File: src/include/vpint_pkg.sv
package vpint_pkg;
	// ----------------------------------------
	// Sizes
	// ----------------------------------------
	localparam int NUM_IRQ = 72;
	localparam int FLAG_W = 80;
	localparam int NUM_FLAG_REGS = 5;
	localparam int NUM_PRIO_REGS = 18;
	localparam int NUM_EXT = 5;
	localparam int ADDR_W = 8;
	localparam logic [FLAG_W-1:0] IMPL_MASK = 80'h00ff_ffff_ffff_ffff_ffff;

	// ----------------------------------------
	// Register byte offsets
	// ----------------------------------------
	localparam logic [7:0] OFF_CTRL_ONE = 8'h00;
	localparam logic [7:0] OFF_CTRL_TWO = 8'h04;
	localparam logic [7:0] OFF_FLAG0 = 8'h08;
	localparam logic [7:0] OFF_ENABLE0 = 8'h1c;
	localparam logic [7:0] OFF_PRIO0 = 8'h30;
	localparam logic [7:0] OFF_PEND_INFO = 8'h78;
	localparam logic [7:0] OFF_CPU_STATUS = 8'h7c;
	localparam logic [7:0] OFF_CORE_CTRL = 8'h80;

	// ----------------------------------------
	// Field positions
	// ----------------------------------------
	localparam int NEST_BIT = 15;
	localparam int OSC_BIT = 1;
	localparam int STK_BIT = 2;
	localparam int ADDR_ERR_BIT = 3;
	localparam int MATH_BIT = 4;
	localparam int DMA_ERR_BIT = 5;
	localparam int DIV0_BIT = 6;
	localparam int ALT_BIT = 15;
	localparam int IPL_LSB = 5;
	localparam int TOP_BIT = 3;
	localparam logic [15:0] CTRL_ONE_MASK = 16'h807e;
	localparam logic [15:0] CTRL_TWO_MASK = 16'h801f;

	// ----------------------------------------
	// Vectors and table layout
	// ----------------------------------------
	localparam logic [6:0] VEC_OSC = 7'h01;
	localparam logic [6:0] VEC_ADDR_ERR = 7'h02;
	localparam logic [6:0] VEC_STACK = 7'h03;
	localparam logic [6:0] VEC_MATH = 7'h04;
	localparam logic [6:0] VEC_DMA_ERR = 7'h05;
	localparam logic [6:0] USER_VEC_BASE = 7'h08;
	localparam logic [3:0] TRAP_LEVEL_TOP = 4'hf;
	localparam logic [2:0] IPL_ALL_MASKED = 3'h7;
	localparam logic [23:0] DEFAULT_TABLE_BASE = 24'h000004;
	localparam logic [23:0] ALT_TABLE_OFFSET = 24'h000100;
	// Request numbers of the five external inputs
	localparam int EXT_IRQ_NUM [NUM_EXT] = '{0, 20, 29, 53, 54};
endpackage : vpint_pkg

File: src/logic/vpint_ctrl.sv
// Implementation choices: the placing of the registers and register access over AHB-Lite.
`timescale 1ns/1ps
`default_nettype none
// Summary of operation
// - Thirty-three software registers in the controller
// - Control one: nesting disable plus trap flags
// - Control two: external edge polarity, alternate table
// - Sticky request flag per source, software clears
// - Per-source enable gates CPU request
// - Three-bit priority per user source
// - Latch winning vector and level into info
// - Reported new level equals pending priority; nesting disable forces its low three bits to seven
// - Bits assigned in ascending request order
// - Status bits 7..5 hold writable level
// - Level top bit read-only to software
// - Fixed trap slots one to five
// - Trap table starts 0x4, alternate 0x104
// - Alternate address is default plus 0x100
// - External three/four are requests 53/54
// - Serial errors are requests 65/66
// - DMA six/seven are requests 68/69
// - Alternate select redirects every vector fetch
// - Level seven or top bit masks users
module vpint_ctrl (
	input wire logic hclk,
	input wire logic hresetn,
	input wire logic hsel,
	input wire logic [31:0] haddr,
	input wire logic [1:0] htrans,
	input wire logic hwrite,
	input wire logic [2:0] hsize,
	input wire logic [31:0] hwdata,
	input wire logic hready,
	output logic [31:0] hrdata,
	output logic hreadyout,
	output logic hresp,
	input wire logic [vpint_pkg::NUM_IRQ-1:0] irq_req,
	input wire logic [vpint_pkg::NUM_EXT-1:0] ext_irq_pin,
	input wire logic osc_fail,
	input wire logic address_error,
	input wire logic stack_error,
	input wire logic math_error,
	input wire logic div_by_zero,
	input wire logic dma_error,
	input wire logic irq_ack,
	input wire logic irq_return,
	input wire logic [3:0] return_level,
	output logic irq_valid,
	output logic [6:0] irq_vector,
	output logic [3:0] irq_level,
	output logic [23:0] irq_vector_addr,
	output logic [3:0] cpu_priority_level
);
	// ----------------------------------------
	// State
	// ----------------------------------------
	logic [15:0] global_ctrl_one;
	logic [15:0] global_ctrl_two;
	logic [vpint_pkg::FLAG_W-1:0] flag;
	logic [vpint_pkg::FLAG_W-1:0] enable;
	logic [2:0] prio [vpint_pkg::NUM_IRQ];
	logic [10:0] pending_info_reg;
	logic [vpint_pkg::NUM_EXT-1:0] ext_s1, ext_s2, ext_s3;
	logic wr_pend, rd_pend;
	logic [vpint_pkg::ADDR_W-1:0] wr_addr, rd_addr;
	logic [vpint_pkg::FLAG_W-1:0] next_flag, hw_set;
	logic [15:0] next_ctrl_one;
	logic [31:0] rd_word;
	logic win_valid;
	logic [6:0] win_vec;
	logic [3:0] win_lvl;
	logic accept;

	function automatic logic hit(input logic [7:0] a, input logic [7:0] base, input int n);
		hit = (a >= base) && (a < base + 8'(4 * n));
	endfunction : hit

	function automatic int reg_idx(input logic [7:0] a, input logic [7:0] base);
		reg_idx = int'((a - base) >> 2);
	endfunction : reg_idx

	// ----------------------------------------
	// Bus slave
	// ----------------------------------------
	assign accept = hsel && hready && htrans[1];

	// Reads take one wait state so a read right after a write sees it
	always_ff @(posedge hclk or negedge hresetn) begin
		if (!hresetn) begin
			wr_pend <= 1'b0;
			rd_pend <= 1'b0;
			wr_addr <= '0;
			rd_addr <= '0;
			hreadyout <= 1'b1;
			hrdata <= 32'h0000_0000;
			hresp <= 1'b0;
		end else begin
			wr_pend <= accept && hwrite;
			rd_pend <= accept && !hwrite;
			if (accept) begin
				wr_addr <= haddr[vpint_pkg::ADDR_W-1:0];
				rd_addr <= haddr[vpint_pkg::ADDR_W-1:0];
			end
			hreadyout <= !(accept && !hwrite);
			if (rd_pend) begin
				hrdata <= rd_word;
			end
			hresp <= 1'b0;
		end
	end

	always_comb begin
		rd_word = 32'h0000_0000;
		if (rd_addr == vpint_pkg::OFF_CTRL_ONE) begin
			rd_word[15:0] = global_ctrl_one;
		end else if (rd_addr == vpint_pkg::OFF_CTRL_TWO) begin
			rd_word[15:0] = global_ctrl_two;
		end else if (hit(rd_addr, vpint_pkg::OFF_FLAG0, vpint_pkg::NUM_FLAG_REGS)) begin
			rd_word[15:0] = flag[16 * reg_idx(rd_addr, vpint_pkg::OFF_FLAG0) +: 16];
		end else if (hit(rd_addr, vpint_pkg::OFF_ENABLE0, vpint_pkg::NUM_FLAG_REGS)) begin
			rd_word[15:0] = enable[16 * reg_idx(rd_addr, vpint_pkg::OFF_ENABLE0) +: 16];
		end else if (hit(rd_addr, vpint_pkg::OFF_PRIO0, vpint_pkg::NUM_PRIO_REGS)) begin
			for (int j = 0; j < 4; j++) begin
				rd_word[4 * j +: 3] = prio[4 * reg_idx(rd_addr, vpint_pkg::OFF_PRIO0) + j];
			end
		end else if (rd_addr == vpint_pkg::OFF_PEND_INFO) begin
			rd_word[10:0] = pending_info_reg;
		end else if (rd_addr == vpint_pkg::OFF_CPU_STATUS) begin
			rd_word[vpint_pkg::IPL_LSB +: 3] = cpu_priority_level[2:0];
		end else if (rd_addr == vpint_pkg::OFF_CORE_CTRL) begin
			rd_word[vpint_pkg::TOP_BIT] = cpu_priority_level[3];
		end
	end

	// ----------------------------------------
	// External inputs: sync then edge detect
	// ----------------------------------------
	always_ff @(posedge hclk or negedge hresetn) begin
		if (!hresetn) begin
			ext_s1 <= '0;
			ext_s2 <= '0;
			ext_s3 <= '0;
		end else begin
			ext_s1 <= ext_irq_pin;
			ext_s2 <= ext_s1;
			ext_s3 <= ext_s2;
		end
	end

	always_comb begin
		hw_set = '0;
		hw_set[vpint_pkg::NUM_IRQ-1:0] = irq_req;
		for (int e = 0; e < vpint_pkg::NUM_EXT; e++) begin
			// Polarity bit set selects the falling edge
			if (global_ctrl_two[e] ? (ext_s3[e] && !ext_s2[e]) : (!ext_s3[e] && ext_s2[e])) begin
				hw_set[vpint_pkg::EXT_IRQ_NUM[e]] = 1'b1;
			end
		end
	end

	// ----------------------------------------
	// Flags, enables, priorities
	// ----------------------------------------
	always_comb begin
		next_flag = flag;
		if (wr_pend && hit(wr_addr, vpint_pkg::OFF_FLAG0, vpint_pkg::NUM_FLAG_REGS)) begin
			next_flag[16 * reg_idx(wr_addr, vpint_pkg::OFF_FLAG0) +: 16] = hwdata[15:0];
		end
		// Hardware set wins over a software clear in the same cycle
		next_flag = (next_flag | hw_set) & vpint_pkg::IMPL_MASK;
	end

	always_ff @(posedge hclk or negedge hresetn) begin
		if (!hresetn) begin
			flag <= '0;
		end else begin
			flag <= next_flag;
		end
	end

	always_ff @(posedge hclk or negedge hresetn) begin
		if (!hresetn) begin
			enable <= '0;
		end else if (wr_pend && hit(wr_addr, vpint_pkg::OFF_ENABLE0, vpint_pkg::NUM_FLAG_REGS)) begin
			enable[16 * reg_idx(wr_addr, vpint_pkg::OFF_ENABLE0) +: 16] <= hwdata[15:0];
			enable[vpint_pkg::FLAG_W-1:vpint_pkg::NUM_IRQ] <= '0;
		end
	end

	always_ff @(posedge hclk or negedge hresetn) begin
		if (!hresetn) begin
			for (int i = 0; i < vpint_pkg::NUM_IRQ; i++) begin
				prio[i] <= 3'h0;
			end
		end else if (wr_pend && hit(wr_addr, vpint_pkg::OFF_PRIO0, vpint_pkg::NUM_PRIO_REGS)) begin
			for (int j = 0; j < 4; j++) begin
				prio[4 * reg_idx(wr_addr, vpint_pkg::OFF_PRIO0) + j] <= hwdata[4 * j +: 3];
			end
		end
	end

	// ----------------------------------------
	// Global control and trap flags
	// ----------------------------------------
	always_comb begin
		next_ctrl_one = global_ctrl_one;
		if (wr_pend && wr_addr == vpint_pkg::OFF_CTRL_ONE) begin
			next_ctrl_one = hwdata[15:0] & vpint_pkg::CTRL_ONE_MASK;
		end
		next_ctrl_one[vpint_pkg::OSC_BIT] = next_ctrl_one[vpint_pkg::OSC_BIT] | osc_fail;
		next_ctrl_one[vpint_pkg::STK_BIT] = next_ctrl_one[vpint_pkg::STK_BIT] | stack_error;
		next_ctrl_one[vpint_pkg::ADDR_ERR_BIT] = next_ctrl_one[vpint_pkg::ADDR_ERR_BIT] | address_error;
		next_ctrl_one[vpint_pkg::MATH_BIT] = next_ctrl_one[vpint_pkg::MATH_BIT] | math_error | div_by_zero;
		next_ctrl_one[vpint_pkg::DMA_ERR_BIT] = next_ctrl_one[vpint_pkg::DMA_ERR_BIT] | dma_error;
		next_ctrl_one[vpint_pkg::DIV0_BIT] = next_ctrl_one[vpint_pkg::DIV0_BIT] | div_by_zero;
	end

	always_ff @(posedge hclk or negedge hresetn) begin
		if (!hresetn) begin
			global_ctrl_one <= 16'h0000;
		end else begin
			global_ctrl_one <= next_ctrl_one;
		end
	end

	always_ff @(posedge hclk or negedge hresetn) begin
		if (!hresetn) begin
			global_ctrl_two <= 16'h0000;
		end else if (wr_pend && wr_addr == vpint_pkg::OFF_CTRL_TWO) begin
			global_ctrl_two <= hwdata[15:0] & vpint_pkg::CTRL_TWO_MASK;
		end
	end

	// ----------------------------------------
	// CPU priority level
	// ----------------------------------------
	// Top bit moves only on acknowledge or return, so software cannot mask traps
	always_ff @(posedge hclk or negedge hresetn) begin
		if (!hresetn) begin
			cpu_priority_level <= 4'h0;
		end else if (irq_ack && irq_valid) begin
			cpu_priority_level <= irq_level;
			if (global_ctrl_one[vpint_pkg::NEST_BIT]) begin
				cpu_priority_level[2:0] <= vpint_pkg::IPL_ALL_MASKED;
			end
		end else if (irq_return) begin
			cpu_priority_level <= return_level;
		end else if (wr_pend && wr_addr == vpint_pkg::OFF_CPU_STATUS && !global_ctrl_one[vpint_pkg::NEST_BIT]) begin
			cpu_priority_level[2:0] <= hwdata[vpint_pkg::IPL_LSB +: 3];
		end
	end

	// ----------------------------------------
	// Arbitration
	// ----------------------------------------
	always_comb begin
		win_valid = 1'b0;
		win_vec = 7'h00;
		win_lvl = 4'h0;
		// Descending scan with >= leaves the lowest request on a tie
		for (int i = vpint_pkg::NUM_IRQ - 1; i >= 0; i--) begin
			if (flag[i] && enable[i] && !cpu_priority_level[3] && prio[i] > cpu_priority_level[2:0]
				&& {1'b0, prio[i]} >= win_lvl) begin
				win_valid = 1'b1;
				win_vec = vpint_pkg::USER_VEC_BASE + 7'(i);
				win_lvl = {1'b0, prio[i]};
			end
		end
		// Traps outrank users; lower slot wins, and the stack bit sits below its slot
		for (int t = vpint_pkg::DMA_ERR_BIT; t >= vpint_pkg::OSC_BIT; t--) begin
			if (global_ctrl_one[t] && !(t == vpint_pkg::STK_BIT && global_ctrl_one[vpint_pkg::ADDR_ERR_BIT])) begin
				win_valid = 1'b1;
				case (t)
					vpint_pkg::OSC_BIT: win_vec = vpint_pkg::VEC_OSC;
					vpint_pkg::STK_BIT: win_vec = vpint_pkg::VEC_STACK;
					vpint_pkg::ADDR_ERR_BIT: win_vec = vpint_pkg::VEC_ADDR_ERR;
					vpint_pkg::MATH_BIT: win_vec = vpint_pkg::VEC_MATH;
					default: win_vec = vpint_pkg::VEC_DMA_ERR;
				endcase
			end
		end
		if (win_valid && win_vec < vpint_pkg::USER_VEC_BASE) begin
			win_lvl = vpint_pkg::TRAP_LEVEL_TOP - win_vec[3:0];
		end
	end

	always_ff @(posedge hclk or negedge hresetn) begin
		if (!hresetn) begin
			irq_valid <= 1'b0;
			irq_vector <= 7'h00;
			irq_level <= 4'h0;
			irq_vector_addr <= 24'h000000;
			pending_info_reg <= 11'h000;
		end else begin
			irq_valid <= win_valid;
			irq_vector <= win_vec;
			irq_level <= win_lvl;
			pending_info_reg <= {win_lvl, win_vec};
			irq_vector_addr <= vpint_pkg::DEFAULT_TABLE_BASE + {16'h0000, win_vec, 1'b0}
				+ (global_ctrl_two[vpint_pkg::ALT_BIT] ? vpint_pkg::ALT_TABLE_OFFSET : 24'h000000);
		end
	end
endmodule : vpint_ctrl
`default_nettype wire

File: config.mk
export PLATFORM = sky130hd
export DESIGN_NAME = vpint_ctrl
export DESIGN_NICKNAME = d
export VERILOG_FILES = /design/src/include/vpint_pkg.sv /design/src/logic/vpint_ctrl.sv
export SDC_FILE = /design/constraint.sdc
export NUM_CORES = 2
export LEC_CHECK = 0
export ABC_AREA = 0
export BUFFER_PORTS_ARGS = -buffer_cell sky130_fd_sc_hd__clkbuf_2
export CAP_MARGIN = 40
export CORE_MARGIN = 8
export CORE_UTILIZATION = 45
export DETAILED_ROUTE_END_ITERATION = 16
export SYNTH_ARGS = -nofsm -noshare
export SYNTH_HDL_FRONTEND = slang
export SYNTH_SLANG_ARGS = --single-unit
File: constraint.sdc
create_clock -name hclk -period 230 [get_ports hclk]
set_input_delay 11.5 -clock hclk [delete_from_list [all_inputs] [get_ports hclk]]
set_output_delay 11.5 -clock hclk [all_outputs]
set_load 0.02 [all_outputs]
==> results.yml <==
outcome:
  outcome: "completed"
global_routing:
  antenna_found_initial: 4
  grt_max_degree: 95
  track_usage_pct: 31.2
  grt-ovfl-total: 0
  grt_pass1_wl_um: 212000
  first_global_vias: 31100
clock_network:
  cts_tree: "yes"
  clkTransAtPathRegs_ns: 0.06
  h-tree-depth: 2
  clk_latency_ns: 0.63
  cts_setup_buffers: 0
  cts_buffer_depth: 3
  clock-sinks: 439
  cts_resized: 0
  cts-buffers-inserted: 52
  cts_root_buffer: "clkbuf_16"
  cts_hold_buf: 0
cells_and_area:
  seq_area_um2: 11000
  synthToLayoutAreaGrowth_pct: 10.5
  multi_input_area_um2: 24300
  top_register: "prio"
  reg_top3: "prio (216), enable (72), flag (72)"
  n_fill_cell: 7756
  layout.nets: 4681
  largest_reg_flops: 216
  drive_above_1_share_pct: 18.3
  utilization_pct: 50.0
die:
  coreArea_um2: 81600
  fp.dieArea_um2: 91400
  die_w_um: 302
  rows: 105
  dieHeight_um: 302
  start_util_pct: 45.2
  io_pins: 237
synth:
  synth_area_per_cell_um2: 9.33
  syn_area_um2: 36900
  ys_ff_latch: 439
  synth_top_cell_by_area: "dfrtp_1"
  syn_inst: 3954
  synth-edff-count: 0
  yosysWarningCount: 0
  synthTopCellsByCount: "dfrtp_1, nand2_1, ha_1, o21ai_0, inv_1"
  synth_most_common_cell: "dfrtp_1"
  yosysTopAreaCellShare_pct: 29.7
  synth_cell_type_count: 126
  synth_area_leaders: "dfrtp_1, ha_1, mux2_2"
  synth_sequential_area_ratio_pct: 29.8
  ys.flop_type: "dfrtp_1"
  ys_async_sr_fraction_pct: 100
power:
  vdd_drop_max_mv: 0.00484
  p_per_area_nw_per_um2: 8.03
  p_leak_nw: 18.9
timing:
  finalWorstSetupSlack_ns: 116.27
  slew_violations: 0
  skew_ns: 0.0146
  fin_crit_sh_pct: 49.4
  tightest_slew_ns: 0.958
  clock.fmax_ghz: 0.00879
  rsz0062_at_grt: "false"
  period_minus_slack_ns: 113.73
  holdWs_ns: 0.348
  setup_viol: 0
  setup_tns_ns: 0
  hold_violations: 0
  relSlewSlack_pct: 35.3
placement:
  hpwl_um: 111000
  port_buffers: 160
  place_congestion: 0.979
  post-place-ws_ns: 118.44
critical_path:
  required_ns: 230.47
  rrSetupSlack_ns: 116.27
  crit_top_cell: "ha_1"
  cp_num_buf_inv: 30
  worst_path_max_delay_cell: "o41ai_1"
  slowest_delay_ns: 0.88
  cp-end-kind: "flop"
  path_class: "reg -> reg"
  path_max_fanout: 14
  cp.arrival_ns: 114.20
  crit_family: "compound AO/OA/AOI/OAI gates"
  worstSetupStartpointType: "flop"
hold_path:
  hold_class: "reg -> reg"
run:
  drv_cap: 0
drt:
  first_iter_violations: 3304
  dr.pass1.iters: 6
  wirelength_um: 146000
  wl_met3_um: 12800
  vias: 32900
  top_layer: "met5"
  post_drt_wl_per_cell_um: 28.0
  drt-met1-wl_um: 62700
  drcViolationCount: 0
  avgViaCountPerCell: 6.33
  met2_wirelength_um: 63400
  antenna_left: 0
power breakdown:
part           leakage [nW]  switching [mW]  internal, mW  total [mW]
clock network         0.812          0.0361        0.0479      0.0840
logic                  13.3          0.0928        0.0641       0.157
registers              4.73         0.00600        0.0803      0.0863
per-stage QoR:
step | instance area, um^2 | total power, mW | cells
2_1_floorplan | 37000 | 0.192 | 3986
3_3_place_gp | 38700 | 0.236 | 5081
3_5_place_dp | 39100 | 0.241 | 5105
4_1_cts | 40800 | 0.325 | 5195
5_1_grt | 40800 | 0.347 | 5196
6_report | 40800 | 0.327 | 5198
layer usage:
layer	global-route usage, %	up-vias
met2	47.3	1388
met4	12.9	6
met1	43.4	16300
met5	0	-
met3	6.02	283
li1	-	15000
placed cells by master (no fill, tap or decap), drive strengths merged, types with 25 or more instances in the layout:
cell type,Yosys,final
dfrtp,438,438
nand2,437,437
ha,428,428
o21ai,279,279
inv,235,234
clkbuf,125,229
nor2,219,219
mux2,215,215
a21oi,171,171
nor2b,109,109
mux4,92,92
a211o,80,80
buf,64,80
nand3,79,79
nand2b,75,75
a31oi,72,72
o21a,65,65
and3,59,59
nand3b,54,54
o22ai,46,46
a21o,45,45
mux2i,43,43
o221ai,37,37
and2,36,36
conb,1,33
o211ai,33,33
nand4,31,31
nor3,29,29
nor4,25,25
kinds of logic after synthesis:
family	Yosys count	synth area share (%)
DFF	439	29.8
muxes	350	13.4
xor gates and xnor gates	19	0.451
AOI/OAI and AO/OA	1056	20.1
adders and majority gates	431	14.6
and+or+nand+nor	1233	16.7
other	1	0.0102
buffers and inverters	425	4.91
layout make-up:
| cell class | instances | share of cell area, % |
|---|---|---|
| Clock inverter | 20 | 0.470 |
| Tap cell | 1070 | 3.28 |
| Inverter | 236 | 2.18 |
| Clock buffer | 70 | 3.61 |
| Sequential cell | 439 | 27.0 |
| Multi-Input combinational cell | 3122 | 59.6 |
| Timing Repair Buffer | 239 | 3.91 |
| Antenna cell | 2 | 0.0123 |
final timing paths:
check / cells past startpoint / end / startpoint
worst max register to register: 497 / irq_vector_addr[6] / cpu_priority_level[2]
worst min-delay path: 0 / ext_s2[1] / ext_s1[1]
min in group asynchronous: 1 / global_ctrl_one[5] / hresetn
worst max-delay path: 497 / irq_vector_addr[6] / cpu_priority_level[2]
max in group asynchronous: 6 / prio[94] / hresetn
worst min register to register: 0 / ext_s2[1] / ext_s1[1]
Note: power is estimated with default switching activity, not from simulation.
